$ cat src/dsc_decode_pkg.sv
// What this block does
// - Most instructions are one 24-bit program word.
// - Top 8 bits select the instruction type.
// - Three instructions span two words, 48 bits.
// - Second word alone executes as a no-op.
// - Taken condition or single-word redirect adds one no-op cycle; return adds two.
// - Branch, indirect, table, return take extra cycles.
// - Taken skip costs two or three cycles.
// - Double moves and two-word instructions take two.
// - Base, source, destination operand registers decoded.
// - File address plus result destination select.
// - File address spans zero through 0x1fff.
// - Bit chosen by 4-bit field or base.
// - Ten-bit literal limited to 255 in bytes.
// - Program address literal always has zero LSB.
// - Unsigned literals of 1,4,5,8,14,16 bits.
// - Signed literals are two's complement values.
// - Width select byte, word, double; shadow select.
// - Accumulator pick and write-back pointer modes.
// - Arithmetic updates carry flags; zero is sticky.
// - Per-accumulator overflow and clamp flags reported.
`default_nettype none
package dsc_decode_pkg;
    // ---------------------------------------------------------------
    // Word and field layout
    // ---------------------------------------------------------------
    localparam int INSN_W     = 24;
    localparam int OPC_W      = 8;
    localparam int OPC_LSB    = 16;
    localparam int REG_W      = 4;
    localparam int MODE_W     = 3;
    localparam int SRC_LSB    = 0;
    localparam int SMODE_LSB  = 4;
    localparam int DST_LSB    = 7;
    localparam int DMODE_LSB  = 11;
    localparam int BASE_LSB   = 12;
    localparam int BYTE_BIT   = 14;
    localparam int SHADOW_BIT = 15;
    localparam int FILE_W     = 13;
    localparam int FILE_LSB   = 0;
    localparam int FDEST_BIT  = 13;
    localparam logic [FILE_W-1:0] FILE_ADDR_MAX = 13'h1fff;
    localparam int BITPOS_W   = 4;
    localparam int BITPOS_LSB = 12;
    localparam int BITIND_BIT = 11;
    localparam int L10_W      = 10;
    localparam int L10_LSB    = 4;
    localparam int BYTE_LIT_W = 8;
    localparam int LIT_N      = 6;
    localparam int LIT_MAX_W  = 16;
    localparam int LIT_WIDTHS [LIT_N] = '{1, 4, 5, 8, 14, 16};
    localparam int ACC_BIT    = 15;
    localparam int AWB_LSB    = 13;
    localparam int AWB_W      = 2;
    localparam logic [REG_W-1:0] AWB_REG = 4'hd;
    localparam int AWB_STEP   = 2;
    localparam int PAL_W      = 23;
    localparam int PAL_HI_W   = 7;
    localparam int PAL_LO_LSB = 1;
    localparam int PAL_LO_W   = 15;
    // ---------------------------------------------------------------
    // Opcodes and cycle counts
    // ---------------------------------------------------------------
    localparam logic [OPC_W-1:0] OPC_NOP         = 8'h00;
    localparam logic [OPC_W-1:0] OPC_ABS_CALL    = 8'h02;
    localparam logic [OPC_W-1:0] OPC_ABS_JUMP    = 8'h04;
    localparam logic [OPC_W-1:0] OPC_LOOP        = 8'h08;
    localparam logic [OPC_W-1:0] OPC_COMP_JUMP   = 8'h01;
    localparam logic [OPC_W-1:0] OPC_IND_CALL    = 8'h03;
    localparam logic [OPC_W-1:0] OPC_IND_JUMP    = 8'h05;
    localparam logic [OPC_W-1:0] OPC_RETURN      = 8'h06;
    localparam logic [OPC_W-1:0] OPC_INT_EXIT    = 8'h07;
    localparam logic [OPC_W-1:0] OPC_COND_JUMP   = 8'h31;
    localparam logic [OPC_W-1:0] OPC_UNCOND_JUMP = 8'h37;
    localparam logic [OPC_W-1:0] OPC_SKIP        = 8'ha6;
    localparam logic [OPC_W-1:0] OPC_TBL_RD      = 8'hba;
    localparam logic [OPC_W-1:0] OPC_TBL_WR      = 8'hbb;
    localparam logic [OPC_W-1:0] OPC_DMOVE       = 8'hbe;
    localparam int RET_CYCLES   = 3;
    localparam int FLOW_CYCLES  = 2;
    localparam int TBL_CYCLES   = 2;
    localparam int DMOVE_CYCLES = 2;
    localparam int COND_CYCLES  = 2;
    // ---------------------------------------------------------------
    // Types
    // ---------------------------------------------------------------
    typedef enum logic [1:0] {WIDTH_WORD, WIDTH_BYTE, WIDTH_DOUBLE} width_t;
    typedef enum logic [1:0] {AWB_NONE, AWB_DIRECT, AWB_POSTINC} awb_t;
    typedef enum logic [1:0] {ST_RUN, ST_WORD2, ST_EXTRA, ST_SKIP} fsm_t;
    typedef struct packed {
        logic [OPC_W-1:0]                 opcode;
        width_t                           width;
        logic                             shadow;
        logic [REG_W-1:0]                 base_operand_reg;
        logic [REG_W-1:0]                 source_operand_reg;
        logic [MODE_W-1:0]                source_mode;
        logic [REG_W-1:0]                 dest_operand_reg;
        logic [MODE_W-1:0]                dest_mode;
        logic [FILE_W-1:0]                file_addr;
        logic                             dest_default_work_reg0;
        logic                             bit_indirect;
        logic [BITPOS_W-1:0]              bit_position_field;
        logic [L10_W-1:0]                 ten_bit_literal;
        logic [LIT_MAX_W-1:0]             signed_ten_bit_literal;
        logic [LIT_N-1:0][LIT_MAX_W-1:0]  unsigned_lit;
        logic                             acc_sel;
        awb_t                             acc_writeback_ptr;
        logic [REG_W-1:0]                 acc_writeback_reg;
        logic [PAL_W-1:0]                 program_address_literal;
    } operands_t;
    typedef struct packed {
        logic carry;
        logic digit_carry_flag;
        logic negative;
        logic overflow;
        logic zero;
    } status_t;
    typedef struct packed {
        logic acc_a_overflowed;
        logic acc_b_overflowed;
        logic acc_a_clamped;
        logic acc_b_clamped;
    } dsp_status_t;
    typedef struct packed {
        status_t     mcu;
        dsp_status_t dsp;
    } flags_t;
    typedef struct packed {
        fsm_t              fsm;
        logic [1:0]        extra;
        logic              skip_second;
        logic [INSN_W-1:0] first;
        logic              issue_valid;
        logic              issue_nop;
        logic              write_enable;
        logic              two_word;
        logic              pc_redirect;
        operands_t         ops;
    } core_t;
endpackage
`default_nettype wire

$ cat src/dsc_instruction_decode_timing.sv
`timescale 1ns/1ps
`default_nettype none
module dsc_instruction_decode_timing
    import dsc_decode_pkg::*;
(
    // Clock, reset and enable
    input  wire logic              clk,
    input  wire logic              resetn,
    input  wire logic              ce,
    // Program memory fetch path
    input  wire logic              fetch_valid,
    input  wire logic [INSN_W-1:0] fetch_word,
    output logic                   fetch_ready,
    output logic                   pc_redirect,
    // Datapath feedback
    input  wire logic              cond_true,
    input  wire logic [REG_W-1:0]  base_operand_value,
    input  wire logic              alu_update,
    input  wire logic              alu_sticky_z,
    input  wire status_t           alu_result,
    input  wire logic [1:0]        acc_update,
    input  wire logic [1:0]        acc_ov,
    input  wire logic [1:0]        acc_sat,
    // Issue to datapath
    output logic                   issue_valid,
    output logic                   issue_nop,
    output logic                   write_enable,
    output logic                   issue_two_word,
    output var  operands_t         issue_ops,
    // Status flags
    output var  status_t           status_flags,
    output var  dsp_status_t       dsp_flags
);
    // ---------------------------------------------------------------
    // Fetch-side decode
    // ---------------------------------------------------------------
    core_t             core_reg;
    core_t             core_next;
    operands_t         ops_dec;
    logic [INSN_W-1:0] word0_sel;
    logic [OPC_W-1:0]  opc;
    logic [OPC_W-1:0]  first_opc;
    logic              take;
    logic              is_two;
    logic              redirect;
    logic [1:0]        extra_cnt;

    assign opc         = fetch_word[OPC_LSB +: OPC_W];
    assign first_opc   = core_reg.first[OPC_LSB +: OPC_W];
    assign fetch_ready = ce && (core_reg.fsm != ST_EXTRA);
    assign take        = fetch_ready && fetch_valid;
    assign is_two      = (opc == OPC_ABS_JUMP) || (opc == OPC_ABS_CALL)
                      || (opc == OPC_LOOP);
    assign word0_sel   = (core_reg.fsm == ST_WORD2) ? core_reg.first : fetch_word;

    dsc_field_extract u_fields (
        .word0              (word0_sel),
        .word1              (fetch_word),
        .base_operand_value (base_operand_value),
        .ops                (ops_dec)
    );

    // ---------------------------------------------------------------
    // Cycle cost of single-word instructions
    // ---------------------------------------------------------------
    always_comb begin
        extra_cnt = 2'h0;
        redirect  = 1'h0;
        case (opc)
            OPC_RETURN, OPC_INT_EXIT: begin
                extra_cnt = 2'(RET_CYCLES - 1);
                redirect  = 1'h1;
            end
            OPC_UNCOND_JUMP, OPC_COMP_JUMP, OPC_IND_CALL, OPC_IND_JUMP: begin
                extra_cnt = 2'(FLOW_CYCLES - 1);
                redirect  = 1'h1;
            end
            OPC_TBL_RD, OPC_TBL_WR: begin
                extra_cnt = 2'(TBL_CYCLES - 1);
            end
            OPC_DMOVE: begin
                extra_cnt = 2'(DMOVE_CYCLES - 1);
            end
            OPC_COND_JUMP: begin
                if (cond_true) begin
                    extra_cnt = 2'(COND_CYCLES - 1);
                    redirect  = 1'h1;
                end
            end
            default: begin
                extra_cnt = 2'h0;
            end
        endcase
    end

    // ---------------------------------------------------------------
    // Sequencer
    // ---------------------------------------------------------------
    always_comb begin
        core_next              = core_reg;
        core_next.issue_valid  = 1'h0;
        core_next.issue_nop    = 1'h0;
        core_next.write_enable = 1'h0;
        core_next.pc_redirect  = 1'h0;
        case (core_reg.fsm)
            ST_RUN: begin
                if (take && is_two) begin
                    core_next.first = fetch_word;
                    core_next.fsm   = ST_WORD2;
                end else if (take) begin
                    core_next.issue_valid  = 1'h1;
                    core_next.issue_nop    = (opc == OPC_NOP);
                    core_next.write_enable = (opc != OPC_NOP);
                    core_next.two_word     = 1'h0;
                    core_next.ops          = ops_dec;
                    core_next.pc_redirect  = redirect;
                    core_next.extra        = extra_cnt;
                    core_next.skip_second  = 1'h0;
                    if ((opc == OPC_SKIP) && cond_true) begin
                        core_next.fsm = ST_SKIP;
                    end else if (extra_cnt != 2'h0) begin
                        core_next.fsm = ST_EXTRA;
                    end
                end
            end
            ST_WORD2: begin
                if (take) begin
                    core_next.issue_valid  = 1'h1;
                    core_next.write_enable = 1'h1;
                    core_next.two_word     = 1'h1;
                    core_next.ops          = ops_dec;
                    core_next.pc_redirect  = (first_opc != OPC_LOOP);
                    core_next.fsm          = ST_RUN;
                end
            end
            ST_EXTRA: begin
                core_next.issue_valid = 1'h1;
                core_next.issue_nop   = 1'h1;
                core_next.extra       = core_reg.extra - 2'h1;
                if (core_reg.extra == 2'h1) begin
                    core_next.fsm = ST_RUN;
                end
            end
            ST_SKIP: begin
                if (take) begin
                    core_next.issue_valid = 1'h1;
                    core_next.issue_nop   = 1'h1;
                    if (is_two && !core_reg.skip_second) begin
                        core_next.skip_second = 1'h1;
                    end else begin
                        core_next.fsm = ST_RUN;
                    end
                end
            end
            default: begin
                core_next.fsm = ST_RUN;
            end
        endcase
    end

    always_ff @(posedge clk) begin
        if (!resetn) begin
            core_reg <= '0;
        end else if (ce) begin
            core_reg <= core_next;
        end
    end

    // ---------------------------------------------------------------
    // Outputs and flags
    // ---------------------------------------------------------------
    assign issue_valid    = core_reg.issue_valid;
    assign issue_nop      = core_reg.issue_nop;
    assign write_enable   = core_reg.write_enable;
    assign issue_two_word = core_reg.two_word;
    assign issue_ops      = core_reg.ops;
    assign pc_redirect    = core_reg.pc_redirect;

    dsc_status_flags u_flags (
        .clk          (clk),
        .resetn       (resetn),
        .ce           (ce),
        .commit       (core_reg.write_enable),
        .alu_update   (alu_update),
        .alu_sticky_z (alu_sticky_z),
        .alu_result   (alu_result),
        .acc_update   (acc_update),
        .acc_ov       (acc_ov),
        .acc_sat      (acc_sat),
        .status_flags (status_flags),
        .dsp_flags    (dsp_flags)
    );

    // ---------------------------------------------------------------
    // Checks
    // ---------------------------------------------------------------
    a_lone_second_word: assert property (@(posedge clk iff ce) disable iff (!resetn)
        (take && (core_reg.fsm == ST_RUN) && (opc == OPC_NOP))
        |=> issue_valid && issue_nop && !write_enable)
        else $error("lone second word not issued as no-op");

    a_cond_taken: assert property (@(posedge clk iff ce) disable iff (!resetn)
        (take && (core_reg.fsm == ST_RUN) && (opc == OPC_COND_JUMP) && cond_true)
        |=> (issue_valid && !issue_nop && pc_redirect && !fetch_ready)
        ##1 (issue_nop && fetch_ready))
        else $error("taken conditional did not take two cycles");

    a_return_three: assert property (@(posedge clk iff ce) disable iff (!resetn)
        (take && (core_reg.fsm == ST_RUN) && (opc == OPC_RETURN))
        |=> (issue_valid && !fetch_ready) ##1 (issue_nop && !fetch_ready)
        ##1 (issue_nop && fetch_ready))
        else $error("return did not take three cycles");

    a_skip_two_word: assert property (@(posedge clk iff ce) disable iff (!resetn)
        (take && (core_reg.fsm == ST_RUN) && (opc == OPC_SKIP) && cond_true)
        ##1 (take && is_two) |=> issue_nop && (core_reg.fsm == ST_SKIP))
        else $error("skip over two-word instruction ended early");

    a_two_word_pair: assert property (@(posedge clk iff ce) disable iff (!resetn)
        (take && (core_reg.fsm == ST_RUN) && is_two) ##1 take
        |=> issue_valid && issue_two_word && write_enable && !issue_nop)
        else $error("two-word instruction not issued on second word");

    a_dmove_two: assert property (@(posedge clk iff ce) disable iff (!resetn)
        (take && (core_reg.fsm == ST_RUN) && (opc == OPC_DMOVE))
        |=> (issue_ops.width == WIDTH_DOUBLE && !fetch_ready) ##1 (issue_nop && fetch_ready))
        else $error("double move did not take two cycles");

    a_byte_literal: assert property (@(posedge clk iff ce) disable iff (!resetn)
        (issue_valid && (issue_ops.width == WIDTH_BYTE)) |-> (issue_ops.ten_bit_literal < 10'h100))
        else $error("byte literal above 255");

    a_address_even: assert property (@(posedge clk iff ce) disable iff (!resetn)
        (issue_valid && issue_two_word) |-> !issue_ops.program_address_literal[0])
        else $error("program address literal is odd");

    a_nop_no_write: assert property (@(posedge clk iff ce) disable iff (!resetn)
        issue_nop |-> !write_enable ##1 (!issue_nop || !write_enable))
        else $error("write enabled during no-op cycle");
endmodule // dsc_instruction_decode_timing
`default_nettype wire

$ cat src/dsc_field_extract.sv
`timescale 1ns/1ps
`default_nettype none
module dsc_field_extract
    import dsc_decode_pkg::*;
(
    // Instruction words
    input  wire logic [INSN_W-1:0] word0,
    input  wire logic [INSN_W-1:0] word1,
    // Datapath operand
    input  wire logic [REG_W-1:0]  base_operand_value,
    // Decoded fields
    output var  operands_t         ops
);
    logic [LIT_N-1:0][LIT_MAX_W-1:0] lit_u;

    for (genvar i = 0; i < LIT_N; i++) begin : g_lit
        assign lit_u[i] = LIT_MAX_W'(word0[LIT_WIDTHS[i]-1:0]);
    end

    always_comb begin
        ops                    = '0;
        ops.opcode             = word0[OPC_LSB +: OPC_W];
        if (ops.opcode == OPC_DMOVE) begin
            ops.width = WIDTH_DOUBLE;
        end else if (word0[BYTE_BIT]) begin
            ops.width = WIDTH_BYTE;
        end else begin
            ops.width = WIDTH_WORD;
        end
        ops.shadow             = word0[SHADOW_BIT];
        ops.base_operand_reg   = word0[BASE_LSB +: REG_W];
        ops.source_operand_reg = word0[SRC_LSB +: REG_W];
        ops.source_mode        = word0[SMODE_LSB +: MODE_W];
        ops.dest_operand_reg   = word0[DST_LSB +: REG_W];
        ops.dest_mode          = word0[DMODE_LSB +: MODE_W];
        ops.file_addr          = word0[FILE_LSB +: FILE_W];
        ops.dest_default_work_reg0 = !word0[FDEST_BIT];
        ops.bit_indirect       = word0[BITIND_BIT];
        if (word0[BITIND_BIT]) begin
            ops.bit_position_field = base_operand_value;
        end else begin
            ops.bit_position_field = word0[BITPOS_LSB +: BITPOS_W];
        end
        if (word0[BYTE_BIT]) begin
            ops.ten_bit_literal = {2'h0, word0[L10_LSB +: BYTE_LIT_W]};
        end else begin
            ops.ten_bit_literal = word0[L10_LSB +: L10_W];
        end
        ops.signed_ten_bit_literal = {{(LIT_MAX_W-L10_W){word0[L10_LSB+L10_W-1]}},
                                      word0[L10_LSB +: L10_W]};
        ops.unsigned_lit       = lit_u;
        ops.acc_sel            = word0[ACC_BIT];
        ops.acc_writeback_reg  = AWB_REG;
        case (word0[AWB_LSB +: AWB_W])
            2'h1:    ops.acc_writeback_ptr = AWB_DIRECT;
            2'h2:    ops.acc_writeback_ptr = AWB_POSTINC;
            default: ops.acc_writeback_ptr = AWB_NONE;
        endcase
        ops.program_address_literal = {word1[PAL_HI_W-1:0],
                                       word0[PAL_LO_LSB +: PAL_LO_W], 1'h0};
    end
endmodule // dsc_field_extract
`default_nettype wire

$ cat src/dsc_status_flags.sv
`timescale 1ns/1ps
`default_nettype none
module dsc_status_flags
    import dsc_decode_pkg::*;
(
    // Clock and reset
    input  wire logic        clk,
    input  wire logic        resetn,
    input  wire logic        ce,
    // Result reports
    input  wire logic        commit,
    input  wire logic        alu_update,
    input  wire logic        alu_sticky_z,
    input  wire status_t     alu_result,
    input  wire logic [1:0]  acc_update,
    input  wire logic [1:0]  acc_ov,
    input  wire logic [1:0]  acc_sat,
    // Flags
    output var  status_t     status_flags,
    output var  dsp_status_t dsp_flags
);
    flags_t flags_reg;
    flags_t flags_next;

    always_comb begin
        flags_next = flags_reg;
        if (commit && alu_update) begin
            flags_next.mcu = alu_result;
            if (alu_sticky_z) begin
                flags_next.mcu.zero = flags_reg.mcu.zero & alu_result.zero;
            end
        end
        if (commit && acc_update[0]) begin
            flags_next.dsp.acc_a_overflowed = acc_ov[0];
            flags_next.dsp.acc_a_clamped    = acc_sat[0];
        end
        if (commit && acc_update[1]) begin
            flags_next.dsp.acc_b_overflowed = acc_ov[1];
            flags_next.dsp.acc_b_clamped    = acc_sat[1];
        end
    end

    always_ff @(posedge clk) begin
        if (!resetn) begin
            flags_reg <= '0;
        end else if (ce) begin
            flags_reg <= flags_next;
        end
    end

    assign status_flags = flags_reg.mcu;
    assign dsp_flags    = flags_reg.dsp;

    a_sticky_zero: assert property (@(posedge clk iff ce) disable iff (!resetn)
        (commit && alu_update && alu_sticky_z && !status_flags.zero) |=> !status_flags.zero)
        else $error("sticky zero flag was set again");
    a_acc_b_flags: assert property (@(posedge clk iff ce) disable iff (!resetn)
        (commit && acc_update[1]) |=> (dsp_flags.acc_b_overflowed == $past(acc_ov[1]))
        && (dsp_flags.acc_b_clamped == $past(acc_sat[1])))
        else $error("accumulator b flags not updated");
    a_no_commit: assert property (@(posedge clk iff ce) disable iff (!resetn)
        !commit |=> $stable(status_flags) && $stable(dsp_flags))
        else $error("flags changed without commit");
endmodule // dsc_status_flags
`default_nettype wire

$ cat config.mk
export PLATFORM = sky130hd
export DESIGN_NAME = dsc_instruction_decode_timing
export DESIGN_NICKNAME = d
export VERILOG_FILES = /design/src/dsc_decode_pkg.sv /design/src/dsc_instruction_decode_timing.sv /design/src/dsc_field_extract.sv /design/src/dsc_status_flags.sv
export SDC_FILE = /design/constraint.sdc
export NUM_CORES = 1
export LEC_CHECK = 0
export ABC_CLOCK_PERIOD_IN_PS = 2100
export BUFFER_PORTS_ARGS = -buffer_cell sky130_fd_sc_hd__buf_4
export CORE_ASPECT_RATIO = 1.4
export CORE_MARGIN = 3
export CORE_UTILIZATION = 37
export CTS_BUF_LIST = sky130_fd_sc_hd__clkbuf_8
export DETAILED_ROUTE_END_ITERATION = 12
export GPL_TIMING_DRIVEN = 0
export SYNTH_ARGS = -nofsm -noshare
export SYNTH_HDL_FRONTEND = slang
export SYNTH_HIERARCHICAL = 1
export SYNTH_SLANG_ARGS = --single-unit
$ cat constraint.sdc
create_clock -name clk -period 2.1 [get_ports clk]
set_input_delay 0 -clock clk [delete_from_list [all_inputs] [get_ports clk]]
set_output_delay 0 -clock clk [all_outputs]
set_load 0.1 [all_outputs]
# Yosys cells after proc, flatten, opt, wreduce, memory -nomap -nowiden
# Cells that the tools add are included.
# Widths: inputs -> output; s select.
# classes
addsub,1
n_eq_ne,32
mux,33
bitwise,1
n_reduce_logical,30
# ops
cell,count
$mux 205,2
$pmux 203 s2,1
$mux 203,1
$eq 8x8->1 const B,5
$eq 8x3->1 const B,4
$mux 24,1
$mux 2,9
$eq 8x2->1 const B,2
$eq 8x6->1 const B,2
$ne 2x2->1 const B,8
$mux 10,1
$eq 8x1->1 const B,1
$eq 8x4->1 const B,1
$logic_and 1x1->1,8
$logic_not 8->1,1
$ne 8x4->1 const B,1
$pmux 2 s2,2
$pmux 2 s4,1
$reduce_bool 2->1,4
$reduce_bool 8->1,1
$mux 1,7
$reduce_and 7->1,1
$reduce_or 7->1,1
$eq 2x1->1 const B,3
22 further kinds,29
# totals
ff_bits,243
word_cells,139

# Depth between registers and ports, before layout
# logic_depth
depth_word,9
mapped_depth,10

# Hierarchy
# The synthesis kept the hierarchy.
# modules_own_cells
module,instances,cells_each,area_each_um2,seq_area_each_um2
dsc_instruction_decode_timing,1,1312,10510.1,4684.5
dsc_field_extract,1,205,1525.2,0.0
dsc_status_flags,1,42,389.1,180.2

# Worst setup path after synthesis
# OpenSTA, ideal clock, no wires.
# synth_path
path_kind,register -> register
startpoint,register core_reg[232] in the netlist's numbering
endpoint,"register core_reg, in the netlist issue_ops[152]"
setup_time_ns,0.132
arrival_ns,2.086
path_slack_ns,-0.119
path_stages_with_launch,9
n_path_buf,3
cell_sequence,dfxtp_1 > clkbuf_1 > nand2b_1 > clkbuf_1 > buf_1 > mux2_2 > mux2_2 > nand3_1 > a21oi_1
# synth_rtl
element,line,rtl
start: declaration,dsc_instruction_decode_timing.sv:37,core_t core_reg;
start signal: assignment,dsc_instruction_decode_timing.sv:165,core_reg <= core_next;

# Final worst setup path
# layout_path
startpoint,input fetch_word[17]
endpoint,register core_reg[233] in the netlist's numbering
# layout_via
elab_chain_len,6
elab_cells_between_ends,31
classes_between,eq/ne: 17; mux: 5; reduce/logical: 9
# layout_lines
element,line,rtl
start: declaration,dsc_instruction_decode_timing.sv:12,"input wire logic [INSN_W-1:0] fetch_word,"
$eq 8x8->1 (tied with other cells),dsc_instruction_decode_timing.sv:69,case (opc)
$reduce_or 7->1 (no source line) (tied with other cells),--,
$pmux 2 s3 (tied with other cells),dsc_instruction_decode_timing.sv:69,
$reduce_bool 2->1 (tied with other cells),dsc_instruction_decode_timing.sv:121,end else if (extra_cnt != 2'h0) begin
$ne 4x4->1 (no source line) (tied with other cells),--,
$reduce_and 7->1 (no source line) / $pmux 2 s4 (equally long branches),--,
# Several ways; a longest one is shown, not always the timed one. The select of a mux whose other input is x is not followed.
# A chain may end at the register's enable or synchronous reset.

==> qor.yml <==
synth:
  synth_commonest_cells: "buf_4, nand2_1, dfxtp_1"
  yosysWarningCount: 6
  synth_seq_cells: 243
  ys_seq_area_frac: 0.392
  synth-edff-count: 0
  synth_ff_type: "dfxtp_1"
  synth_top_area_cell: "dfxtp_1"
  synthAdderAreaFrac: 0.00101
  post-synth-top-count-cell: "buf_4"
  synthSimpleGateAreaFrac: 0.190
  syn_area_per_cell_um2: 7.97
  synth_top_family_by_area: "buffers and inverters"
  synth-compound-area-share: 0.108
  async_flop_share: 0
  synth-xor-area-share: 0.000705
  synthMuxAreaShare: 0.0317
  synthCells: 1559
  synth_area_leaders: "dfxtp_1, buf_4, a21oi_1, nand3_1, nand2_1"
  syn_area_um2: 12400
  synth.top_cell.area_share: 0.392
  ys_types: 46
floorplan:
  io_pins: 261
  coreArea_um2: 32800
  start_util: 0.379
  rows: 78
  die_w_um: 161
  die_h_um: 223
  die_area_um2: 35800
layout:
  fin_area_um2: 16700
  multi_input_area_um2: 4380
  largest_reg_flops: 200
  syn_to_final_growth_pct: 34.2
  n_fill_cell: 3226
  utilization: 0.509
  fin_nets: 2017
  drive_gt1_frac: 0.416
  regArea_um2: 4870
clock_tree:
  numCtsBuffers: 40
  clkSinkCount: 243
  htreeDepth: 2
  cts_max_path_buffers: 3
  clkTransAtPathRegs_ps: 60
  cts-root-buf: "clkbuf_8"
  cts_tree: "done"
  clk_latency_ps: 550
sta:
  fin_skew_ps: 8.40
  rsz0062_at_grt: "yes"
  period_share: 0.978
  finalMaxSlewViolations: 0
  max_slew_margin: 0.526
  whs_ps: 59.3
  tightest_slew_ps: 710
  post-route-min-period_ps: 2050
  setup_violations: 0
  clock.fmax_mhz: 487
  hold_viol: 0
routing:
  drt_iter0_drc: 415
  drt-total-wl_um: 37400
  num_vias: 10889
  vias_per_cell: 4.47
  ant_nets: 0
  drt-pass1-iter-count: 7
  wl_per_cell_um: 15.4
  remaining_drc_errors: 0
run:
  maxCapViolCount: 0
worst_hold_path:
  worstHoldPathCells: 5
  hp-class: "in2reg"
  whs_endpoint: "issue_ops[196]"
  hp-start: "fetch_word[20]"
placement:
  placed_cell_area_um2: 15100
  gp_congestion: 0.846
  io_buffers: 257
  dp_hpwl_um: 26400
global_route:
  grt.total_usage: 0.202
  grt_max_degree: 14
  grt_pass1_wl_um: 57800
  grt_remaining_overflow: 0
  antenna_found_initial: 1
  grt_pass1_vias: 10797
worst_setup_path:
  worstPathArrival_ps: 2500
  rr_startpoint: "core_reg[232]"
  crit_path_end_kind: "flop"
  r2r_setup_slack_ps: 60
  critical_path_class: "in2reg"
  reg2reg_depth: 9
  required_ps: 2540
  crit_fanout: 9
  start_kind: "input pin"
  reg2reg_to: "issue_ops[153]"
outcome:
  outcome: "complete, no violations"
power_and_ir_drop:
  power.density_nw_per_um2: 645
  leakage_nw: 7.55
  ir_worst_vdd_mv: 0.313
worst max-delay path: stages:
cell           delay (ps)
dlygate4sd3_1         540
buf_2                 180
or3b_2                470
a2111oi_1             410
o21ai_0               180
o21ai_0               250
o21ai_0               190
a31o_2                270
through the flow:
| step | setup slack [ps] | TNS, ps | cells | total power [mW] |
|---|---|---|---|---|
| 2_1_floorplan | 20.1 | 0 | 1610 | 6.18 |
| 3_3_place_gp | -745 | -88310 | 2307 | 6.61 |
| 3_5_place_dp | -759 | -90140 | 2307 | 6.62 |
| 4_1_cts | 12.7 | 0 | 2428 | 10.9 |
| 5_1_grt | -48.2 | -1100 | 2434 | 11.2 |
| 6_report | 46.9 | 0 | 2434 | 10.8 |
area by class of cell:
class,instances,area share
flip-flops and latches,243,0.292
multi-input cells,866,0.262
plain buffers,495,0.213
repair buffers,320,0.152
clock buffers,49,0.0404
well taps,440,0.0330
clock inverters,16,0.00555
inverters,4,0.000900
diodes,1,0.000150
per-layer routing:
| layer | routed length (µm) | track usage | share of wire | up-vias |
|---|---|---|---|---|
| li1 | - | - | - | 5565 |
| met5 | 0 | 0 | 0 | - |
| met2 | 18500 | 0.356 | 0.49 | 286 |
| met1 | 15800 | 0.243 | 0.42 | 4966 |
| met4 | 1310 | 0.0800 | 0.035 | 0 |
| met3 | 1810 | 0.0338 | 0.048 | 72 |
power breakdown:
group	switching [mW]	total, mW	internal (mW)
sequential	0.0465	4.74	4.69
combinational	1.21	1.91	0.697
clock	1.90	4.11	2.21
how the worst max path moves through the flow:
stage | from | endpoint | slack, ps | cells past startpoint
detailed placement | core_reg[232] | issue_ops[151] | -760 | 10
finish | fetch_word[17] | core_reg[233] | 50 | 8
CTS | core_reg[232] | issue_ops[151] | 10 | 8
floorplan | core_reg[232] | issue_ops[152] | 20 | 8
global placement | core_reg[232] | issue_ops[151] | -750 | 10
global route | core_reg[232] | issue_ops[153] | -50 | 9
layout by cell type (no fill, tap or decap), types with 24 or more instances in the layout:
cell type and instances:
buf_4 687, nand2_1 265, dfxtp_1 242, a21oi_1 230, nand3_1 206, dlygate4sd3_1 54, conb_1 53, clkbuf_8 49
clkbuf_1 30, mux2_2 24
kinds of logic after synthesis:
| kind of cell | Yosys count |
|---|---|
| AOI/OAI and AO/OA | 255 |
| xor gates and xnor gates | 1 |
| adders and majority gates | 1 |
| buffers and inverters | 501 |
| DFF | 243 |
| muxes | 36 |
| other | 2 |
| and+or+nand+nor | 520 |
timing repair:
item                                   4_1_cts  5_1_grt
hold buffers                                54        0
endpoints found under the hold margin       47        0
setup endpoints to repair                  202      217
gates resized for setup                     51       62
setup buffers                                3        6
pin swaps                                    1        3
No activity file was read; power rests on OpenSTA's default activity.
